`src/core/crd_pkg.sv`:
```
// package of constants and types for the reset distribution block
package crd_pkg;
    localparam int unsigned CRD_CLK_MHZ          = 250;
    localparam int unsigned CRD_RATIO_HOLD_CLKS  = 2;
    localparam int unsigned CRD_BREQ_HOLD_CLKS   = 2;
    localparam int unsigned CRD_CFG_TAIL_CLKS    = 1;
    localparam int unsigned CRD_REFRESH_PER_BANK = 8;
    localparam int unsigned CRD_BANKS            = 4;
    localparam int unsigned CRD_RESET_CLKS       = 16;
    localparam int unsigned CRD_CFG_W            = 13;
    localparam logic [12:0] CRD_CFG_RESET        = 13'h0000;
    localparam int unsigned CRD_BRIDGES          = 2;
    localparam int unsigned CRD_REPHASE_CLKS     = 4;
    localparam logic        CRD_REPHASE_RESET    = 1'b1;
    localparam int unsigned CRD_CNT_W            = 8;
    typedef enum logic [1:0] {CRD_NONE, CRD_HARD, CRD_SOFT, CRD_BRIDGE} crd_cmd_t;
    typedef enum {CRD_ST_IDLE, CRD_ST_RESET, CRD_ST_TAIL, CRD_ST_REFRESH} crd_state_t;
endpackage : crd_pkg

```
`src/core/crd_link_if.sv`:
```
// interface carrying reset distribution signals between controller and far side
`timescale 1ns/100ps
`default_nettype none
interface crd_link_if;
    import crd_pkg::*;
    logic                 power_good_buffered_out;
    logic                 cpu_reset_n;
    logic                 ratio_hold_reset_n;
    logic                 memory_subsystem_reset_n;
    logic [CRD_BRIDGES-1:0] bridge_reset_n;
    logic                 cpu_init_o;
    logic                 cpu_init_oe;
    logic [CRD_CFG_W-1:0] addr_o;
    logic                 addr_oe;
    logic [CRD_CFG_W-1:0] addr_i;
    logic                 bus_request_zero_o;
    logic                 bus_request_zero_oe;
    logic                 refresh_strobe;
    logic [1:0]           refresh_bank;
    logic                 rephase;
    modport ctrl (output power_good_buffered_out, cpu_reset_n, ratio_hold_reset_n, memory_subsystem_reset_n,
                  bridge_reset_n, cpu_init_o, cpu_init_oe, addr_o, addr_oe, bus_request_zero_o,
                  bus_request_zero_oe, refresh_strobe, refresh_bank, rephase, input addr_i);
    modport far (input power_good_buffered_out, cpu_reset_n, ratio_hold_reset_n, memory_subsystem_reset_n,
                 bridge_reset_n, cpu_init_o, cpu_init_oe, addr_o, addr_oe, bus_request_zero_o,
                 bus_request_zero_oe, refresh_strobe, refresh_bank, rephase, output addr_i);
endinterface : crd_link_if
`default_nettype wire

```
`src/core/crd_ctrl.sv`:
```
// memory and i/o controller end: reset sequencing with wishbone register port
//
// Added by the designer: the register addresses and register access over Wishbone.
`timescale 1ns/100ps
`default_nettype none
module crd_ctrl
    import crd_pkg::*;
#(
    parameter int unsigned RESET_CLKS = CRD_RESET_CLKS,
    parameter int unsigned BANKS      = CRD_BANKS
) (
    input  wire logic        CLK,          // host clock
    input  wire logic        RST_N,        // synchronous reset, doubles as power-good
    input  wire logic        CYC_I,        // wishbone cycle
    input  wire logic        STB_I,        // wishbone strobe
    input  wire logic        WE_I,         // wishbone write
    input  wire logic [3:0]  ADR_I,        // wishbone byte address
    input  wire logic [3:0]  SEL_I,        // wishbone byte selects
    input  wire logic [31:0] DAT_I,        // wishbone write data
    output logic      [31:0] DAT_O,        // wishbone read data
    output logic             ACK_O,        // wishbone acknowledge
    crd_link_if.ctrl         LINK          // link to far side
);
    localparam logic [3:0] ADR_CTRL   = 4'h0;
    localparam logic [3:0] ADR_CFG    = 4'h4;
    localparam logic [3:0] ADR_STATUS = 4'h8;
    localparam logic [3:0] ADR_CAPT   = 4'hC;
    localparam int unsigned TAIL_CLKS = CRD_RATIO_HOLD_CLKS > CRD_BREQ_HOLD_CLKS ?
                                        CRD_RATIO_HOLD_CLKS : CRD_BREQ_HOLD_CLKS;

    crd_state_t state, next_state;
    logic [CRD_CNT_W-1:0] cnt, next_cnt;
    logic [CRD_CFG_W-1:0] cfg_drive, next_cfg_drive, captured, next_captured;
    logic rephase_en, next_rephase_en;
    logic hard, next_hard, bist, next_bist;
    logic soft_cnt_on, next_soft_cnt_on;
    logic [CRD_CNT_W-1:0] soft_cnt, next_soft_cnt;
    logic [CRD_BRIDGES-1:0] br_rst, next_br_rst;
    logic [CRD_CNT_W-1:0] br_cnt, next_br_cnt;
    logic [1:0] bank, next_bank;
    logic [3:0] ref_n, next_ref_n;
    logic ack, next_ack;
    logic [31:0] rdata, next_rdata;
    logic wr_ctrl;
    logic in_reset, in_tail, cpu_rst;
    logic [1:0] hold_cnt, next_hold_cnt;

    function automatic logic [CRD_CNT_W-1:0] cnt_of(input int unsigned n);
        return CRD_CNT_W'(n);
    endfunction : cnt_of

    // writes land at the edge where the master samples ack, never earlier
    assign wr_ctrl = CYC_I && STB_I && WE_I && ack && ADR_I == ADR_CTRL && SEL_I[0];

    always_comb begin
        next_state = state;
        next_cnt = cnt;
        next_hard = hard;
        next_bist = bist;
        next_captured = captured;
        next_bank = bank;
        next_ref_n = ref_n;
        next_cfg_drive = cfg_drive;
        next_rephase_en = rephase_en;
        next_soft_cnt_on = soft_cnt_on;
        next_soft_cnt = soft_cnt;
        next_br_rst = br_rst;
        next_br_cnt = br_cnt;
        next_ack = CYC_I && STB_I && !ack;
        next_rdata = 32'h0000_0000;
        if (CYC_I && STB_I && !ack && !WE_I) begin
            case (ADR_I)
                ADR_CTRL:   next_rdata = {28'h0000000, br_rst != '0, soft_cnt_on, bist, rephase_en};
                ADR_CFG:    next_rdata = {19'h00000, cfg_drive};
                ADR_STATUS: next_rdata = {29'h00000000, state == CRD_ST_REFRESH, state == CRD_ST_TAIL,
                                          state == CRD_ST_RESET};
                ADR_CAPT:   next_rdata = {19'h00000, captured};
                default:    next_rdata = 32'h0000_0000;
            endcase
        end
        // ratio hold trails every processor reset, soft ones too
        if (cpu_rst)
            next_hold_cnt = 2'(CRD_RATIO_HOLD_CLKS);
        else if (hold_cnt != 2'h0)
            next_hold_cnt = hold_cnt - 1'b1;
        else
            next_hold_cnt = hold_cnt;
        // counters end first so that a new command in the same cycle wins
        if (soft_cnt_on) begin
            next_soft_cnt = soft_cnt + 1'b1;
            if (soft_cnt == cnt_of(RESET_CLKS - 1))
                next_soft_cnt_on = 1'b0;
        end
        if (br_rst != '0) begin
            next_br_cnt = br_cnt + 1'b1;
            if (br_cnt == cnt_of(RESET_CLKS - 1))
                next_br_rst = '0;
        end
        if (CYC_I && STB_I && WE_I && ack && ADR_I == ADR_CFG && SEL_I[1:0] == 2'h3)
            next_cfg_drive = DAT_I[CRD_CFG_W-1:0];
        if (wr_ctrl) begin
            next_rephase_en = DAT_I[0];
            case (crd_cmd_t'(DAT_I[5:4]))
                CRD_HARD: if (state == CRD_ST_IDLE) begin
                    next_state = CRD_ST_RESET;
                    next_cnt = '0;
                    next_hard = 1'b1;
                    next_bist = DAT_I[1];
                end
                CRD_SOFT: begin
                    next_soft_cnt_on = 1'b1;
                    next_soft_cnt = '0;
                end
                CRD_BRIDGE: begin
                    next_br_rst[DAT_I[8]] = 1'b1;
                    next_br_cnt = '0;
                end
                default: ;
            endcase
        end
        case (state)
            CRD_ST_IDLE: ;
            CRD_ST_RESET: begin
                next_cnt = cnt + 1'b1;
                if (cnt == cnt_of(RESET_CLKS - 1)) begin
                    next_state = CRD_ST_TAIL;
                    next_cnt = '0;
                    next_captured = LINK.addr_i;
                    // power-good buffer goes back up with the processor reset
                    next_hard = 1'b0;
                    next_bist = 1'b0;
                end
            end
            CRD_ST_TAIL: begin
                next_cnt = cnt + 1'b1;
                if (cnt == cnt_of(TAIL_CLKS - 1)) begin
                    next_state = CRD_ST_REFRESH;
                    next_bank = '0;
                    next_ref_n = '0;
                end
            end
            CRD_ST_REFRESH: begin
                next_ref_n = ref_n + 1'b1;
                if (ref_n == 4'(CRD_REFRESH_PER_BANK - 1)) begin
                    next_ref_n = '0;
                    next_bank = bank + 1'b1;
                    if (bank == 2'(BANKS - 1))
                        next_state = CRD_ST_IDLE;
                end
            end
            default: next_state = CRD_ST_IDLE;
        endcase
    end

    always_ff @(posedge CLK) begin
        if (!RST_N) begin
            state       <= CRD_ST_RESET;
            cnt         <= '0;
            hard        <= 1'b0;
            bist        <= 1'b0;
            captured    <= '0;
            bank        <= '0;
            ref_n       <= '0;
            cfg_drive   <= CRD_CFG_RESET;
            rephase_en  <= CRD_REPHASE_RESET;
            soft_cnt_on <= 1'b0;
            soft_cnt    <= '0;
            br_rst      <= '0;
            br_cnt      <= '0;
            ack         <= 1'b0;
            hold_cnt    <= 2'(CRD_RATIO_HOLD_CLKS);
            rdata       <= '0;
        end else begin
            state       <= next_state;
            cnt         <= next_cnt;
            hard        <= next_hard;
            bist        <= next_bist;
            captured    <= next_captured;
            bank        <= next_bank;
            ref_n       <= next_ref_n;
            cfg_drive   <= next_cfg_drive;
            rephase_en  <= next_rephase_en;
            soft_cnt_on <= next_soft_cnt_on;
            soft_cnt    <= next_soft_cnt;
            br_rst      <= next_br_rst;
            br_cnt      <= next_br_cnt;
            ack         <= next_ack;
            hold_cnt    <= next_hold_cnt;
            rdata       <= next_rdata;
        end
    end

    // processor reset spans RESET state; tail holds config, ratio and request lines
    assign in_reset = !RST_N || state == CRD_ST_RESET;
    assign in_tail  = state == CRD_ST_TAIL;
    assign cpu_rst  = in_reset || soft_cnt_on;

    assign DAT_O = rdata;
    assign ACK_O = ack;
    assign LINK.power_good_buffered_out = RST_N && !hard;
    assign LINK.cpu_reset_n = !cpu_rst;
    assign LINK.ratio_hold_reset_n = !(cpu_rst || hold_cnt != 2'h0);
    assign LINK.memory_subsystem_reset_n = !in_reset;
    assign LINK.bridge_reset_n = in_reset ? '0 : ~br_rst;
    // init is open drain: only driven low while hard reset asks for self-test
    assign LINK.cpu_init_o  = 1'b0;
    assign LINK.cpu_init_oe = RST_N && hard && bist && state == CRD_ST_RESET;
    assign LINK.addr_o  = cfg_drive;
    assign LINK.addr_oe = in_reset || (in_tail && cnt < cnt_of(CRD_CFG_TAIL_CLKS));
    assign LINK.bus_request_zero_o  = 1'b0;
    assign LINK.bus_request_zero_oe = in_reset ||
                                      (in_tail && cnt < cnt_of(CRD_BREQ_HOLD_CLKS));
    assign LINK.refresh_strobe = state == CRD_ST_REFRESH;
    assign LINK.refresh_bank   = bank;
    // re-phase spans any reset; clocks are undefined then unless disabled
    assign LINK.rephase = rephase_en && (in_reset || soft_cnt_on || br_rst != '0);
endmodule : crd_ctrl
`default_nettype wire

```
`src/flat_wrapper.sv`:
```
// flat-port wrapper written by rule: the top's interface ports become plain ports
module crd_ctrl_flat import crd_pkg::*;
#(
    parameter int unsigned RESET_CLKS = CRD_RESET_CLKS,
    parameter int unsigned BANKS      = CRD_BANKS
)
  (CLK, RST_N, CYC_I, STB_I, WE_I, ADR_I, SEL_I, DAT_I, DAT_O, ACK_O, LINK_power_good_buffered_out, LINK_cpu_reset_n, LINK_ratio_hold_reset_n, LINK_memory_subsystem_reset_n, LINK_bridge_reset_n, LINK_cpu_init_o, LINK_cpu_init_oe, LINK_addr_o, LINK_addr_oe, LINK_bus_request_zero_o, LINK_bus_request_zero_oe, LINK_refresh_strobe, LINK_refresh_bank, LINK_rephase, LINK_addr_i);
  crd_link_if LINK_i ();
  input  wire logic CLK;
  input  wire logic RST_N;
  input  wire logic CYC_I;
  input  wire logic STB_I;
  input  wire logic WE_I;
  input  wire logic [3:0] ADR_I;
  input  wire logic [3:0] SEL_I;
  input  wire logic [31:0] DAT_I;
  output logic      [31:0] DAT_O;
  output logic ACK_O;
  output wire logic [$bits(LINK_i.power_good_buffered_out)-1:0] LINK_power_good_buffered_out;
  output wire logic [$bits(LINK_i.cpu_reset_n)-1:0] LINK_cpu_reset_n;
  output wire logic [$bits(LINK_i.ratio_hold_reset_n)-1:0] LINK_ratio_hold_reset_n;
  output wire logic [$bits(LINK_i.memory_subsystem_reset_n)-1:0] LINK_memory_subsystem_reset_n;
  output wire logic [$bits(LINK_i.bridge_reset_n)-1:0] LINK_bridge_reset_n;
  output wire logic [$bits(LINK_i.cpu_init_o)-1:0] LINK_cpu_init_o;
  output wire logic [$bits(LINK_i.cpu_init_oe)-1:0] LINK_cpu_init_oe;
  output wire logic [$bits(LINK_i.addr_o)-1:0] LINK_addr_o;
  output wire logic [$bits(LINK_i.addr_oe)-1:0] LINK_addr_oe;
  output wire logic [$bits(LINK_i.bus_request_zero_o)-1:0] LINK_bus_request_zero_o;
  output wire logic [$bits(LINK_i.bus_request_zero_oe)-1:0] LINK_bus_request_zero_oe;
  output wire logic [$bits(LINK_i.refresh_strobe)-1:0] LINK_refresh_strobe;
  output wire logic [$bits(LINK_i.refresh_bank)-1:0] LINK_refresh_bank;
  output wire logic [$bits(LINK_i.rephase)-1:0] LINK_rephase;
  input wire logic [$bits(LINK_i.addr_i)-1:0] LINK_addr_i;
  assign LINK_power_good_buffered_out = LINK_i.power_good_buffered_out;
  assign LINK_cpu_reset_n = LINK_i.cpu_reset_n;
  assign LINK_ratio_hold_reset_n = LINK_i.ratio_hold_reset_n;
  assign LINK_memory_subsystem_reset_n = LINK_i.memory_subsystem_reset_n;
  assign LINK_bridge_reset_n = LINK_i.bridge_reset_n;
  assign LINK_cpu_init_o = LINK_i.cpu_init_o;
  assign LINK_cpu_init_oe = LINK_i.cpu_init_oe;
  assign LINK_addr_o = LINK_i.addr_o;
  assign LINK_addr_oe = LINK_i.addr_oe;
  assign LINK_bus_request_zero_o = LINK_i.bus_request_zero_o;
  assign LINK_bus_request_zero_oe = LINK_i.bus_request_zero_oe;
  assign LINK_refresh_strobe = LINK_i.refresh_strobe;
  assign LINK_refresh_bank = LINK_i.refresh_bank;
  assign LINK_rephase = LINK_i.rephase;
  assign LINK_i.addr_i = LINK_addr_i;
  crd_ctrl #(.RESET_CLKS(RESET_CLKS), .BANKS(BANKS)) u_core (.CLK(CLK), .RST_N(RST_N), .CYC_I(CYC_I), .STB_I(STB_I), .WE_I(WE_I), .ADR_I(ADR_I), .SEL_I(SEL_I), .DAT_I(DAT_I), .DAT_O(DAT_O), .ACK_O(ACK_O), .LINK(LINK_i));
endmodule
```
`config.mk`:
```
export PLATFORM = sky130hd
export DESIGN_NAME = crd_ctrl_flat
export DESIGN_NICKNAME = d
export VERILOG_FILES = /design/src/core/crd_pkg.sv /design/src/core/crd_link_if.sv /design/src/core/crd_ctrl.sv /design/src/flat_wrapper.sv
export SDC_FILE = /design/constraint.sdc
export NUM_CORES = 1
export LEC_CHECK = 0
export BUFFER_PORTS_ARGS = -buffer_cell sky130_fd_sc_hd__clkbuf_2
export CAP_MARGIN = 20
export CORE_MARGIN = 4
export CORE_UTILIZATION = 47
export DETAILED_ROUTE_END_ITERATION = 12
export PLACE_DENSITY = 0.72
export SLEW_MARGIN = 40
export SYNTH_ARGS = -nofsm -noshare
export SYNTH_HDL_FRONTEND = slang
export SYNTH_SLANG_ARGS = --single-unit
```
`constraint.sdc`:
```
create_clock -name CLK -period 2.2 [get_ports CLK]
set_input_delay 0.44 -clock CLK [delete_from_list [all_inputs] [get_ports CLK]]
set_output_delay 0.44 -clock CLK [all_outputs]
set_load 0.005 [all_outputs]
```
==> results of run 1 <==
-- registers in the layout, indices dropped and copies added, names as in the netlist, 4 cells and up --
| name | count |
|---|---|
| u_core.br_cnt | 8 |
| u_core.DAT_O | 13 |
| u_core.state | 32 |
| u_core.cnt | 8 |
| u_core.soft_cnt | 8 |
| u_core.LINK.addr_o | 13 |
| u_core.captured | 13 |
| u_core.ref_n | 4 |
-- path summary, 6_finish.rpt --
check,to,startpoint,cells past startpoint
worst min register to register,u_core.ACK_O$_SDFF_PN0_,u_core.ACK_O$_SDFF_PN0_,1
worst max-delay path,LINK_bridge_reset_n[0],u_core.state[23]$_SDFF_PN0_,6
worst min-delay path,u_core.LINK.addr_o[12]$_SDFFE_PN0P_,DAT_I[12],3
worst max register to register,u_core.cnt[6]$_SDFFE_PN0P_,u_core.state[23]$_SDFF_PN0_,8
-- logic make-up (layout without fill, tap and decap cells) --
family	count (synthesis)	in the layout	synth area share
other	1	51	0.000825
XOR/XNOR	15	15	0.0289
AND/OR/NAND/NOR	190	190	0.224
AO/OA/AOI/OAI	60	60	0.0960
multiplexers	37	37	0.0828
flip-flops	110	110	0.484
buffers and inverters	49	146	0.0608
adder cells (fa/ha/maj)	8	8	0.0220
-- cell usage in the layout (no fill, tap or decap), types with 3 or more instances in the layout --
| master | count |
|---|---|
| a21oi_1 | 7 |
| a22oi_1 | 11 |
| a31oi_1 | 3 |
| and3_1 | 7 |
| buf_2 | 3 |
| buf_4 | 41 |
| buf_6 | 3 |
| clkbuf_2 | 73 |
| clkbuf_8 | 9 |
| conb_1 | 51 |
| dfxtp_1 | 102 |
| dfxtp_2 | 8 |
| ha_1 | 8 |
| inv_1 | 8 |
| inv_6 | 3 |
| mux2_2 | 5 |
| mux2i_1 | 32 |
| nand2_1 | 33 |
| nand2b_1 | 3 |
| nand3_1 | 11 |
| nand4_1 | 12 |
| nor2_1 | 74 |
| nor2b_1 | 4 |
| nor3_1 | 7 |
| nor4_4 | 9 |
| o21ai_0 | 7 |
| o32ai_1 | 3 |
| or3_1 | 3 |
| or4_1 | 4 |
| xnor2_1 | 6 |
| xor2_1 | 9 |
-- area by class of cell --
type                            instances  area, µm²
Clock buffer                           10        128
Clock inverter                          6       75.1
Fill cell                             789       3540
Inverter                                9       33.8
Multi-Input combinational cell        361       2440
Sequential cell                       110       2210
Tap cell                              129        161
Timing Repair Buffer                  121        742
-- power by group through the flow --
| stage | clock network (µW) | logic (µW) | registers (µW) |
|---|---|---|---|
| 5_1_grt | 1360 | 288 | 2080 |
| 6_report | 1260 | 253 | 2070 |
| 3_3_place_gp | 0 | 228 | 2110 |
| 3_5_place_dp | 0 | 234 | 2110 |
| 2_1_floorplan | 0 | 163 | 2100 |
| 4_1_cts | 1290 | 248 | 2070 |
-- critical path, cell delays in order, from the launching register on --
cell and delay [ps]:
dfxtp_2 340, nor4_4 330, nand4_4 170, or2_4 330, o21ai_4 170, nor2_1 60
clkbuf_2 110
-- metrics by stage --
step	worst slack, ps	hold slack (ps)	area, µm²	total power [µW]
floorplan	72.6	445	4740	2270
global placement	-99.8	437	5310	2330
detailed placement	-189	447	5310	2340
CTS	-159	278	5700	3610
global route	-252	296	5790	3720
finish	-118	292	5790	3580
-- per-layer routing --
layer  vias up  GRT usage  share of wire
met5         -          0              0
met4         0     0.0934          0.021
met3        20     0.0407          0.058
met2       118      0.306           0.49
met1      1779      0.241           0.43
li1       1873          -              -
-- repair_timing --
action                     in CTS  in global routing
gates resized for setup        33                 16
pin swaps                      14                  8
setup buffers                   5                  7
setup endpoints to repair      10                 13
cloned                          0                  0
==> out/results.txt, run 1 <==
CTS Buffer Depth -> 2
ANT nets after route -> 0
VDD IR max -> 412 µV
placed cell count -> 720
Combinational Power Share -> 0.071
die area -> 11300 µm²
Seq/Total Area, Yosys -> 0.484
Max Clk Rate -> 0.431 GHz
Yosys top cell area share -> 0.484
layout cell share with drive strength beyond 1 -> 0.295
ys async rst share -> 0
startpoint types -> flop
ANT cells -> 0
critical path required time -> 1760 ps
Crit path arrival time -> 1880 ps
failing checks -> negative setup slack
vias after detailed routing -> 3790
internal power -> 2710 µW
Max-slew headroom -> 0.637
cell count after synthesis -> 470
die width -> 106 µm
Initial Utilization -> 0.488
clock share of power -> 0.351
Hold Crit Class -> in2reg
total congestion overflow -> 0
top_reg_cell synth -> dfxtp_1
Post-Syn Area -> 4550 µm²
Final Hold Viols -> 0
unrepaired setup endpoints after global routing -> yes
drt first pass iters -> 4
number of synthesized register bits -> 110
Netlist cell types -> 62
GR Util All Layers -> 0.190
sequential power share -> 0.578
Syn. warnings -> 0
Non-Filler Instances -> 746
NetSw -> 877 µW
switch share -> 0.245
die span in y -> 106 µm
Synth area leaders -> dfxtp_1 48%, mux2i_1 7.0%, nor2_1 6.2%
port bufs -> 76
Lkg Pwr -> 0.00249 µW
DRC violation total after the first TritonRoute iteration -> 143
crit end category -> output pin
Post-DP HPWL -> 7.80 mm
I/O pin count -> 119
Tmin final -> 2320 ps
Avg Synthesized Cell Area -> 9.68 µm²
first-pass GRT wire length -> 17.3 mm
Core Box Area -> 9330 µm²
DRC violations left -> 0
final worst-path cycle share -> 1.05
pin count of the biggest net entering global routing -> 21
EDFF count, synth -> 0
Clk Latency, worst-skew pair -> 380 ps
CTS tree -> yes
CP Class -> reg2out
CTS Hold Bufs -> 0
H-tree Lvls -> 3
number of antenna violations at the first check in global routing -> 0
number of maximum-capacitance violations -> 0
count leader, synth -> dfxtp_1
synthesis-to-layout area growth -> 27.3%
Worst-path clk slew -> 110 ps
Synth top cells by count -> 110 x dfxtp_1, 75 x nor2_1, 34 x nand2_1
Routed WL -> 10.8 mm
Rows -> 35
Fin Setup TNS -> -762 ps
CTS Buf Count -> 9
CTS root buffer -> clkbuf_8
fin. max-slew vios -> 0
Final GP Congestion -> 0.884
wire length per cell -> 14.4 µm
CP max FO -> 4
# setup viols final -> 9
Final Skew -> 12.4 ps
Least-Margin Pin Slew -> 542 ps
P per Cell Area -> 619 nW/µm²
Core Util, Final -> 0.621
outcome -> complete, but fails checks
TritonCTS Sinks -> 110
R2R setup slack -> -80 ps
vias per cell -> 5.08
post-synth top area cell -> dfxtp_1
number of global-route vias before repair -> 3673
worst setup margin -> -118 ps
final layout net count -> 678
No activity file was read; power rests on OpenSTA's default activity.
==> run 2: changes to the inputs <==
--- a/config.mk
+++ b/config.mk
@@ -7,10 +7,12 @@
 export LEC_CHECK = 0
 export BUFFER_PORTS_ARGS = -buffer_cell sky130_fd_sc_hd__clkbuf_2
 export CAP_MARGIN = 20
+export CORE_ASPECT_RATIO = 0.9
 export CORE_MARGIN = 4
 export CORE_UTILIZATION = 47
 export DETAILED_ROUTE_END_ITERATION = 12
 export PLACE_DENSITY = 0.72
+export SETUP_SLACK_MARGIN = 0.2
 export SLEW_MARGIN = 40
 export SYNTH_ARGS = -nofsm -noshare
 export SYNTH_HDL_FRONTEND = slang
==> out/results.txt, run 2 (synthesized netlist as in run 1, its figures left out) <==
Final Hold Viols -> 0 (unchanged)
DRC violations left -> 0 (unchanged)
Reg-to-Reg Start -> u_core.state[26]$_SDFF_PN0_
layout cell share with drive strength beyond 1 -> 0.321 (+0.0261)
number of maximum-capacitance violations -> 0 (unchanged)
Non-Filler Instances -> 745 (-0.13%)
Lkg Pwr -> 0.00258 µW (+3.5%)
Core Box Area -> 9290 µm² (-0.40%)
die span in y -> 101 µm (-4.7%)
commonest cells after routing, fill and taps aside -> 101 x dfxtp_1, 73 x clkbuf_2, 72 x nor2_1
ANT nets after route -> 0 (unchanged)
cells on worst reg2reg path -> 8 (unchanged)
critical path required time -> 1760 ps (about the same)
Final GP Congestion -> 0.857 (-3.0%)
P per Cell Area -> 600 nW/µm² (-3.1%)
Critical Path Max Stage Delay -> 350 ps (about the same)
DRC violation total after the first TritonRoute iteration -> 208 (+45%)
# setup viols final -> 14 (+5)
CTS tree -> yes
placed cell count -> 710 (-1.4%)
number of global-route vias before repair -> 3606 (-1.8%)
die width -> 112 µm (+5.0%)
CTS Buffer Depth -> 2 (unchanged)
Worst-path clk slew -> 120 ps (about the same)
Worst Setup SP -> u_core.state[26]$_SDFF_PN0_
die area -> 11300 µm² (about the same)
number of antenna violations at the first check in global routing -> 0 (unchanged)
largest reg by FF count -> u_core.state
critical path's top delay family -> simple AND/OR/NAND/NOR gates
CP cell instances -> nor4_4, nand4_2, or2_4, o21ai_4, buf_6, nor2_2, buf_2
Crit-path slowest cell -> dfxtp_2
first-pass GRT wire length -> 17.5 mm (+1.2%)
CP Capture Point -> LINK_bridge_reset_n[1]
final worst-path cycle share -> 1.10 (+0.0474)
wire length per cell -> 14.6 µm (+1.6%)
CP Class -> reg2out
fin. max-slew vios -> 0 (unchanged)
failing checks -> negative setup slack
crit end category -> output pin
Clk Latency, worst-skew pair -> 390 ps (about the same)
Fillers -> 774 (-1.9%)
GR Util All Layers -> 0.191 (+0.000962)
R2R setup slack -> -100 ps (-20 ps)
startpoint types -> flop
worst setup margin -> -222 ps (-104 ps)
Crit path arrival time -> 1980 ps (+100 ps)
pin count of the biggest net entering global routing -> 38 (+81%)
drt first pass iters -> 5 (+1)
I/O pin count -> 119 (unchanged)
final layout net count -> 684 (+0.88%)
Combinational Power Share -> 0.071 (about the same)
Final Skew -> 16.8 ps (+4.42 ps)
H-tree Lvls -> 3 (unchanged)
commonest non-fill, non-tap cell in the layout -> dfxtp_1
sequential power share -> 0.583 (+0.005)
internal power -> 2620 µW (-3.1%)
max reg flops -> 32 (unchanged)
Max-slew headroom -> 0.649 (+0.0118)
Rows -> 33 (-5.7%)
Tmin final -> 2420 ps (+104 ps)
CTS Buf Count -> 9 (unchanged)
total congestion overflow -> 0 (unchanged)
synthesis-to-layout area growth -> 30.2%
Least-Margin Pin Slew -> 521 ps (-21.3 ps)
unrepaired setup endpoints after global routing -> yes
CTS root buffer -> clkbuf_8
Hold WS -> 275 ps (-16.9 ps)
Core Util, Final -> 0.638 (+0.0169)
CP max FO -> 4 (unchanged)
Hold Crit Class -> in2reg
Post-DP HPWL -> 7.81 mm (+0.20%)
switch share -> 0.262 (+0.0174)
vias per cell -> 5.20 (+2.4%)
VDD IR max -> 381 µV (-7.7%)
CP Depth -> 7 (+1)
outcome -> complete, but fails checks
Max Clk Rate -> 0.413 GHz (-4.3%)
Initial Utilization -> 0.490 (+0.00197)
Routed WL -> 10.9 mm (+1.5%)
ANT cells -> 0 (unchanged)
NetSw -> 931 µW (+6.2%)
CTS Hold Bufs -> 0 (unchanged)
R2R Path End -> u_core.cnt[6]$_SDFFE_PN0P_
vias after detailed routing -> 3877 (+2.3%)
crit path buf inv count -> 2 (+1)
TritonCTS Sinks -> 110 (unchanged)
clock share of power -> 0.347 (-0.004)
port bufs -> 76 (unchanged)
## run 2: changes by cell type in the layout (fill, tap and decap cells not counted), moves of 3 or more
cell / before / now
buf_6: 3 / 11
nand2_1: 33 / 29
nand2_2: 1 / 4
nor4b_4: 0 / 3
buf_4: 41 / 38
## run 2: area by class of cell
class | count | area (µm²) | area share
Inverter | 9 | 33.8 | 0.00570
Multi-Input combinational cell | 361 | 2490 | 0.420
Clock buffer | 9 | 124 | 0.0209
Timing Repair Buffer | 127 | 825 | 0.139
Sequential cell | 110 | 2210 | 0.374
Clock inverter | 7 | 85.1 | 0.0144
Tap cell | 122 | 153 | 0.0258
## run 2: worst register-to-register path, delay by kind of cell, from the launching register on
| family | cells | cell delay (ps) |
|---|---|---|
| AO/OA/AOI/OAI | 2 | 550 |
| buffers and inverters | 3 | 400 |
| flip-flops | 1 | 350 |
| AND/OR/NAND/NOR | 3 | 930 |
## run 2: power groups by stage
stage          registers, µW  clock network [µW]  logic, µW
2_1_floorplan           2100                   0        164
3_3_place_gp            2100                   0        228
3_5_place_dp            2110                   0        236
4_1_cts                 2070                1260        248
5_1_grt                 2070                1350        285
6_report                2070                1230        252
## run 2: through the flow
step	setup TNS, ps	setup WS (ps)	area (µm²)	power, µW
2_1_floorplan	0	176	4750	2270
6_report	-1960	-222	5920	3550
3_5_place_dp	-306	-92.0	5290	2340
4_1_cts	-1610	-204	5750	3580
3_3_place_gp	-222	-78.9	5290	2330
5_1_grt	-3610	-320	5920	3710
## run 2: layer usage
layer	track usage	vias to the layer above	part of all wire
met2	0.315	160	0.47
met4	0.0758	0	0.024
met3	0.0496	33	0.075
met5	0	-	0
met1	0.242	1800	0.43
li1	-	1884	-
## run 2: worst min-delay path by stage
stage	startpoint	endpoint	cells past startpoint
2_1_floorplan	u_core.ACK_O$_SDFF_PN0_	u_core.ACK_O$_SDFF_PN0_	1
3_3_place_gp	u_core.ACK_O$_SDFF_PN0_	u_core.ACK_O$_SDFF_PN0_	1
3_5_place_dp	u_core.ACK_O$_SDFF_PN0_	u_core.ACK_O$_SDFF_PN0_	1
4_1_cts	DAT_I[3]	u_core.LINK.addr_o[3]$_SDFFE_PN0P_	3
5_1_grt	DAT_I[7]	u_core.LINK.addr_o[7]$_SDFFE_PN0P_	3
6_report	DAT_I[3]	u_core.LINK.addr_o[3]$_SDFFE_PN0P_	3
## run 2: timing repair
item / in CTS / in global routing
gates cloned: 0 / 0
gates resized for setup: 34 / 35
endpoints found under the hold margin: 0 / 0
setup buffers: 11 / 8
endpoints found under the setup margin: 16 / 37
pin swaps: 19 / 13
==> run 3: changes to the inputs <==
--- a/config.mk
+++ b/config.mk
@@ -9,9 +9,9 @@
 export CAP_MARGIN = 20
 export CORE_ASPECT_RATIO = 0.9
 export CORE_MARGIN = 4
-export CORE_UTILIZATION = 47
+export CORE_UTILIZATION = 25
 export DETAILED_ROUTE_END_ITERATION = 12
-export PLACE_DENSITY = 0.72
+export PLACE_DENSITY = 0.42
 export SETUP_SLACK_MARGIN = 0.2
 export SLEW_MARGIN = 40
 export SYNTH_ARGS = -nofsm -noshare
==> out/results.txt, run 3 (synthesized netlist as in run 1, its figures left out) <==
sequential power share -> 0.520 (-0.063)
fin. max-slew vios -> 0 (unchanged)
Worst-path clk slew -> 70 ps (-50 ps)
R2R Path End -> u_core.ref_n[2]$_SDFFE_PN0P_
CTS root buffer -> clkbuf_16
Non-Filler Instances -> 863 (+16%)
ANT nets after route -> 0 (unchanged)
Combinational Power Share -> 0.065 (-0.006)
Fillers -> 1865 (+140%)
first-pass GRT wire length -> 19.7 mm (+13%)
Area after DPL -> 5500 µm² (+3.9%)
vias after detailed routing -> 3729 (-3.8%)
max reg flops -> 32 (unchanged)
crit end category -> output pin
CTS Hold Bufs -> 0 (unchanged)
# setup viols final -> 10 (-4)
CTS Buf Count -> 9 (unchanged)
CP Class -> reg2out
worst setup margin -> -146 ps (+76.0 ps)
vias per cell -> 4.32 (-17%)
P per Cell Area -> 652 nW/µm² (+8.6%)
Final Skew -> 8.27 ps (-8.52 ps)
critical path required time -> 1760 ps (about the same)
number of global-route vias before repair -> 3647 (+1.1%)
ANT cells -> 0 (unchanged)
number of maximum-capacitance violations -> 0 (unchanged)
I/O pin count -> 119 (unchanged)
die width -> 150 µm (+34%)
port bufs -> 76 (unchanged)
CP cell instances -> nor4_2, buf_4, nand4_4, or2_4, o21ai_4, buf_6, nor2_1, clkbuf_2
Lkg Pwr -> 0.00258 µW (about the same)
Rows -> 46 (+39%)
GR Util All Layers -> 0.123 (-0.0677)
Crit-path slowest cell -> dfxtp_1
CTS Buffer Depth -> 2 (unchanged)
clock share of power -> 0.415 (+0.068)
Hold Path End -> u_core.LINK.addr_o[7]$_SDFFE_PN0P_
commonest cells after routing, fill and taps aside -> 108 x dfxtp_1, 75 x clkbuf_2, 74 x nor2_1
H-tree Lvls -> 3 (unchanged)
Final GP Congestion -> 0.837 (-2.4%)
Final Hold Viols -> 0 (unchanged)
drt first pass iters -> 4 (-1)
total congestion overflow -> 0 (unchanged)
die area -> 20400 µm² (+80%)
CTS tree -> yes
Post-DP HPWL -> 9.16 mm (+17%)
startpoint types -> flop
DRC violations left -> 0 (unchanged)
hold_sp -> DAT_I[7]
TritonCTS Sinks -> 110 (unchanged)
internal power -> 3100 µW (+18%)
placed cell count -> 836 (+18%)
switch share -> 0.221 (-0.0409)
pin count of the biggest net entering global routing -> 25 (-34%)
layout cell share with drive strength beyond 1 -> 0.297 (-0.0241)
Crit path arrival time -> 1910 ps (-70 ps)
die span in y -> 136 µm (+34%)
Min-Delay Path Depth -> 3 (unchanged)
Initial Utilization -> 0.257 (-0.233)
wire length per cell -> 14.1 µm (-3.6%)
largest reg by FF count -> u_core.state
commonest non-fill, non-tap cell in the layout -> dfxtp_1
cells on worst reg2reg path -> 9 (+1)
failing checks -> negative setup slack
Routed WL -> 12.2 mm (+12%)
Clk Latency, worst-skew pair -> 350 ps (-40 ps)
Hold Crit Class -> in2reg
outcome -> complete, but fails checks
Reg-to-Reg Start -> u_core.state[22]$_SDFF_PN0_
CP max FO -> 4 (unchanged)
Critical Path Max Stage Delay -> 300 ps (-50 ps)
Core Util, Final -> 0.344 (-0.293)
design area -> 6110 µm² (+3.1%)
NetSw -> 880 µW (-5.5%)
Max Clk Rate -> 0.426 GHz (+3.2%)
Core Box Area -> 17700 µm² (+91%)
DRC violation total after the first TritonRoute iteration -> 149 (-28%)
R2R setup slack -> 0 ps (+100 ps)
synthesis-to-layout area growth -> 34.3%
Tmin final -> 2350 ps (-76.0 ps)
VDD IR max -> 403 µV (+5.9%)
final worst-path cycle share -> 1.07 (-0.0345)
Hold WS -> 316 ps (+40.1 ps)
unrepaired setup endpoints after global routing -> yes
number of antenna violations at the first check in global routing -> 0 (unchanged)
Fin Setup TNS -> -1110 ps (+846 ps)
final layout net count -> 685 (+0.15%)
==> run 3: changes by cell type in the layout (fill, tap and decap cells not counted), moves of 3 or more <==
cell / before / now
buf_4: 38 / 47
clkbuf_16: 0 / 9
buf_6: 11 / 4
clkbuf_8: 9 / 2
dfxtp_1: 101 / 108
dfxtp_2: 9 / 2
nand2_1: 29 / 32
==> run 3: worst max-delay path: cells and delay by family (launching register included) <==
family	cells	cell delay, ps
buffers and inverters	3	380
AOI/OAI and AO/OA	1	130
DFF	1	300
and+or+nand+nor	4	730
==> run 3: stage by stage <==
stage	setup slack [ps]	power (µW)
global route	-256	4170
floorplan	176	2270
detailed placement	-132	2350
global placement	-130	2350
finish	-146	3980
CTS	-214	4050
==> run 3: timing repair <==
item	CTS	global route
pin swaps	10	5
endpoints found under the setup margin	32	38
gates resized for setup	25	18
buffers inserted	7	5
==> run 3: cell type report <==
type	count	area [µm²]	share of cell area
clock buffer	12	256	0.0420
clock inverter	3	43.8	0.00717
inverter	9	33.8	0.00553
multi-input combinational	361	2470	0.404
sequential	110	2200	0.361
tap	240	300	0.0492
timing repair buffer	128	798	0.131
==> run 3: how the worst max path moves through the flow <==
| stage | from | end | slack [ps] | depth (start not counted) |
|---|---|---|---|---|
| global route | u_core.state[22]$_SDFF_PN0_ | LINK_bridge_reset_n[0] | -260 | 8 |
| detailed placement | ADR_I[1] | u_core.cnt[6]$_SDFFE_PN0P_ | -130 | 7 |
| floorplan | ADR_I[2] | u_core.cnt[6]$_SDFFE_PN0P_ | 180 | 6 |
| CTS | u_core.state[22]$_SDFF_PN0_ | LINK_bridge_reset_n[0] | -210 | 8 |
| global placement | u_core.state[3]$_SDFF_PN0_ | LINK_bridge_reset_n[1] | -130 | 8 |
| finish | u_core.state[22]$_SDFF_PN0_ | LINK_bridge_reset_n[0] | -150 | 8 |
==> run 3: power by group through the flow <==
stage          Clock (µW)  Combinational (µW)  Sequential, µW
3_5_place_dp            0                 247            2110
4_1_cts              1720                 259            2070
3_3_place_gp            0                 243            2100
5_1_grt              1800                 299            2070
2_1_floorplan           0                 164            2100
6_report             1650                 260            2070
==> run 3: per-layer routing <==
metal / part of all wire / vias to the layer above / wire (µm) / global-route usage
li1: - / 1891 / - / -
met1: 0.48 / 1737 / 5870 / 0.164
met2: 0.44 / 91 / 5410 / 0.190
met3: 0.063 / 10 / 768 / 0.0477
met4: 0.011 / 0 / 138 / 0.0290
met5: 0 / - / 0 / 0
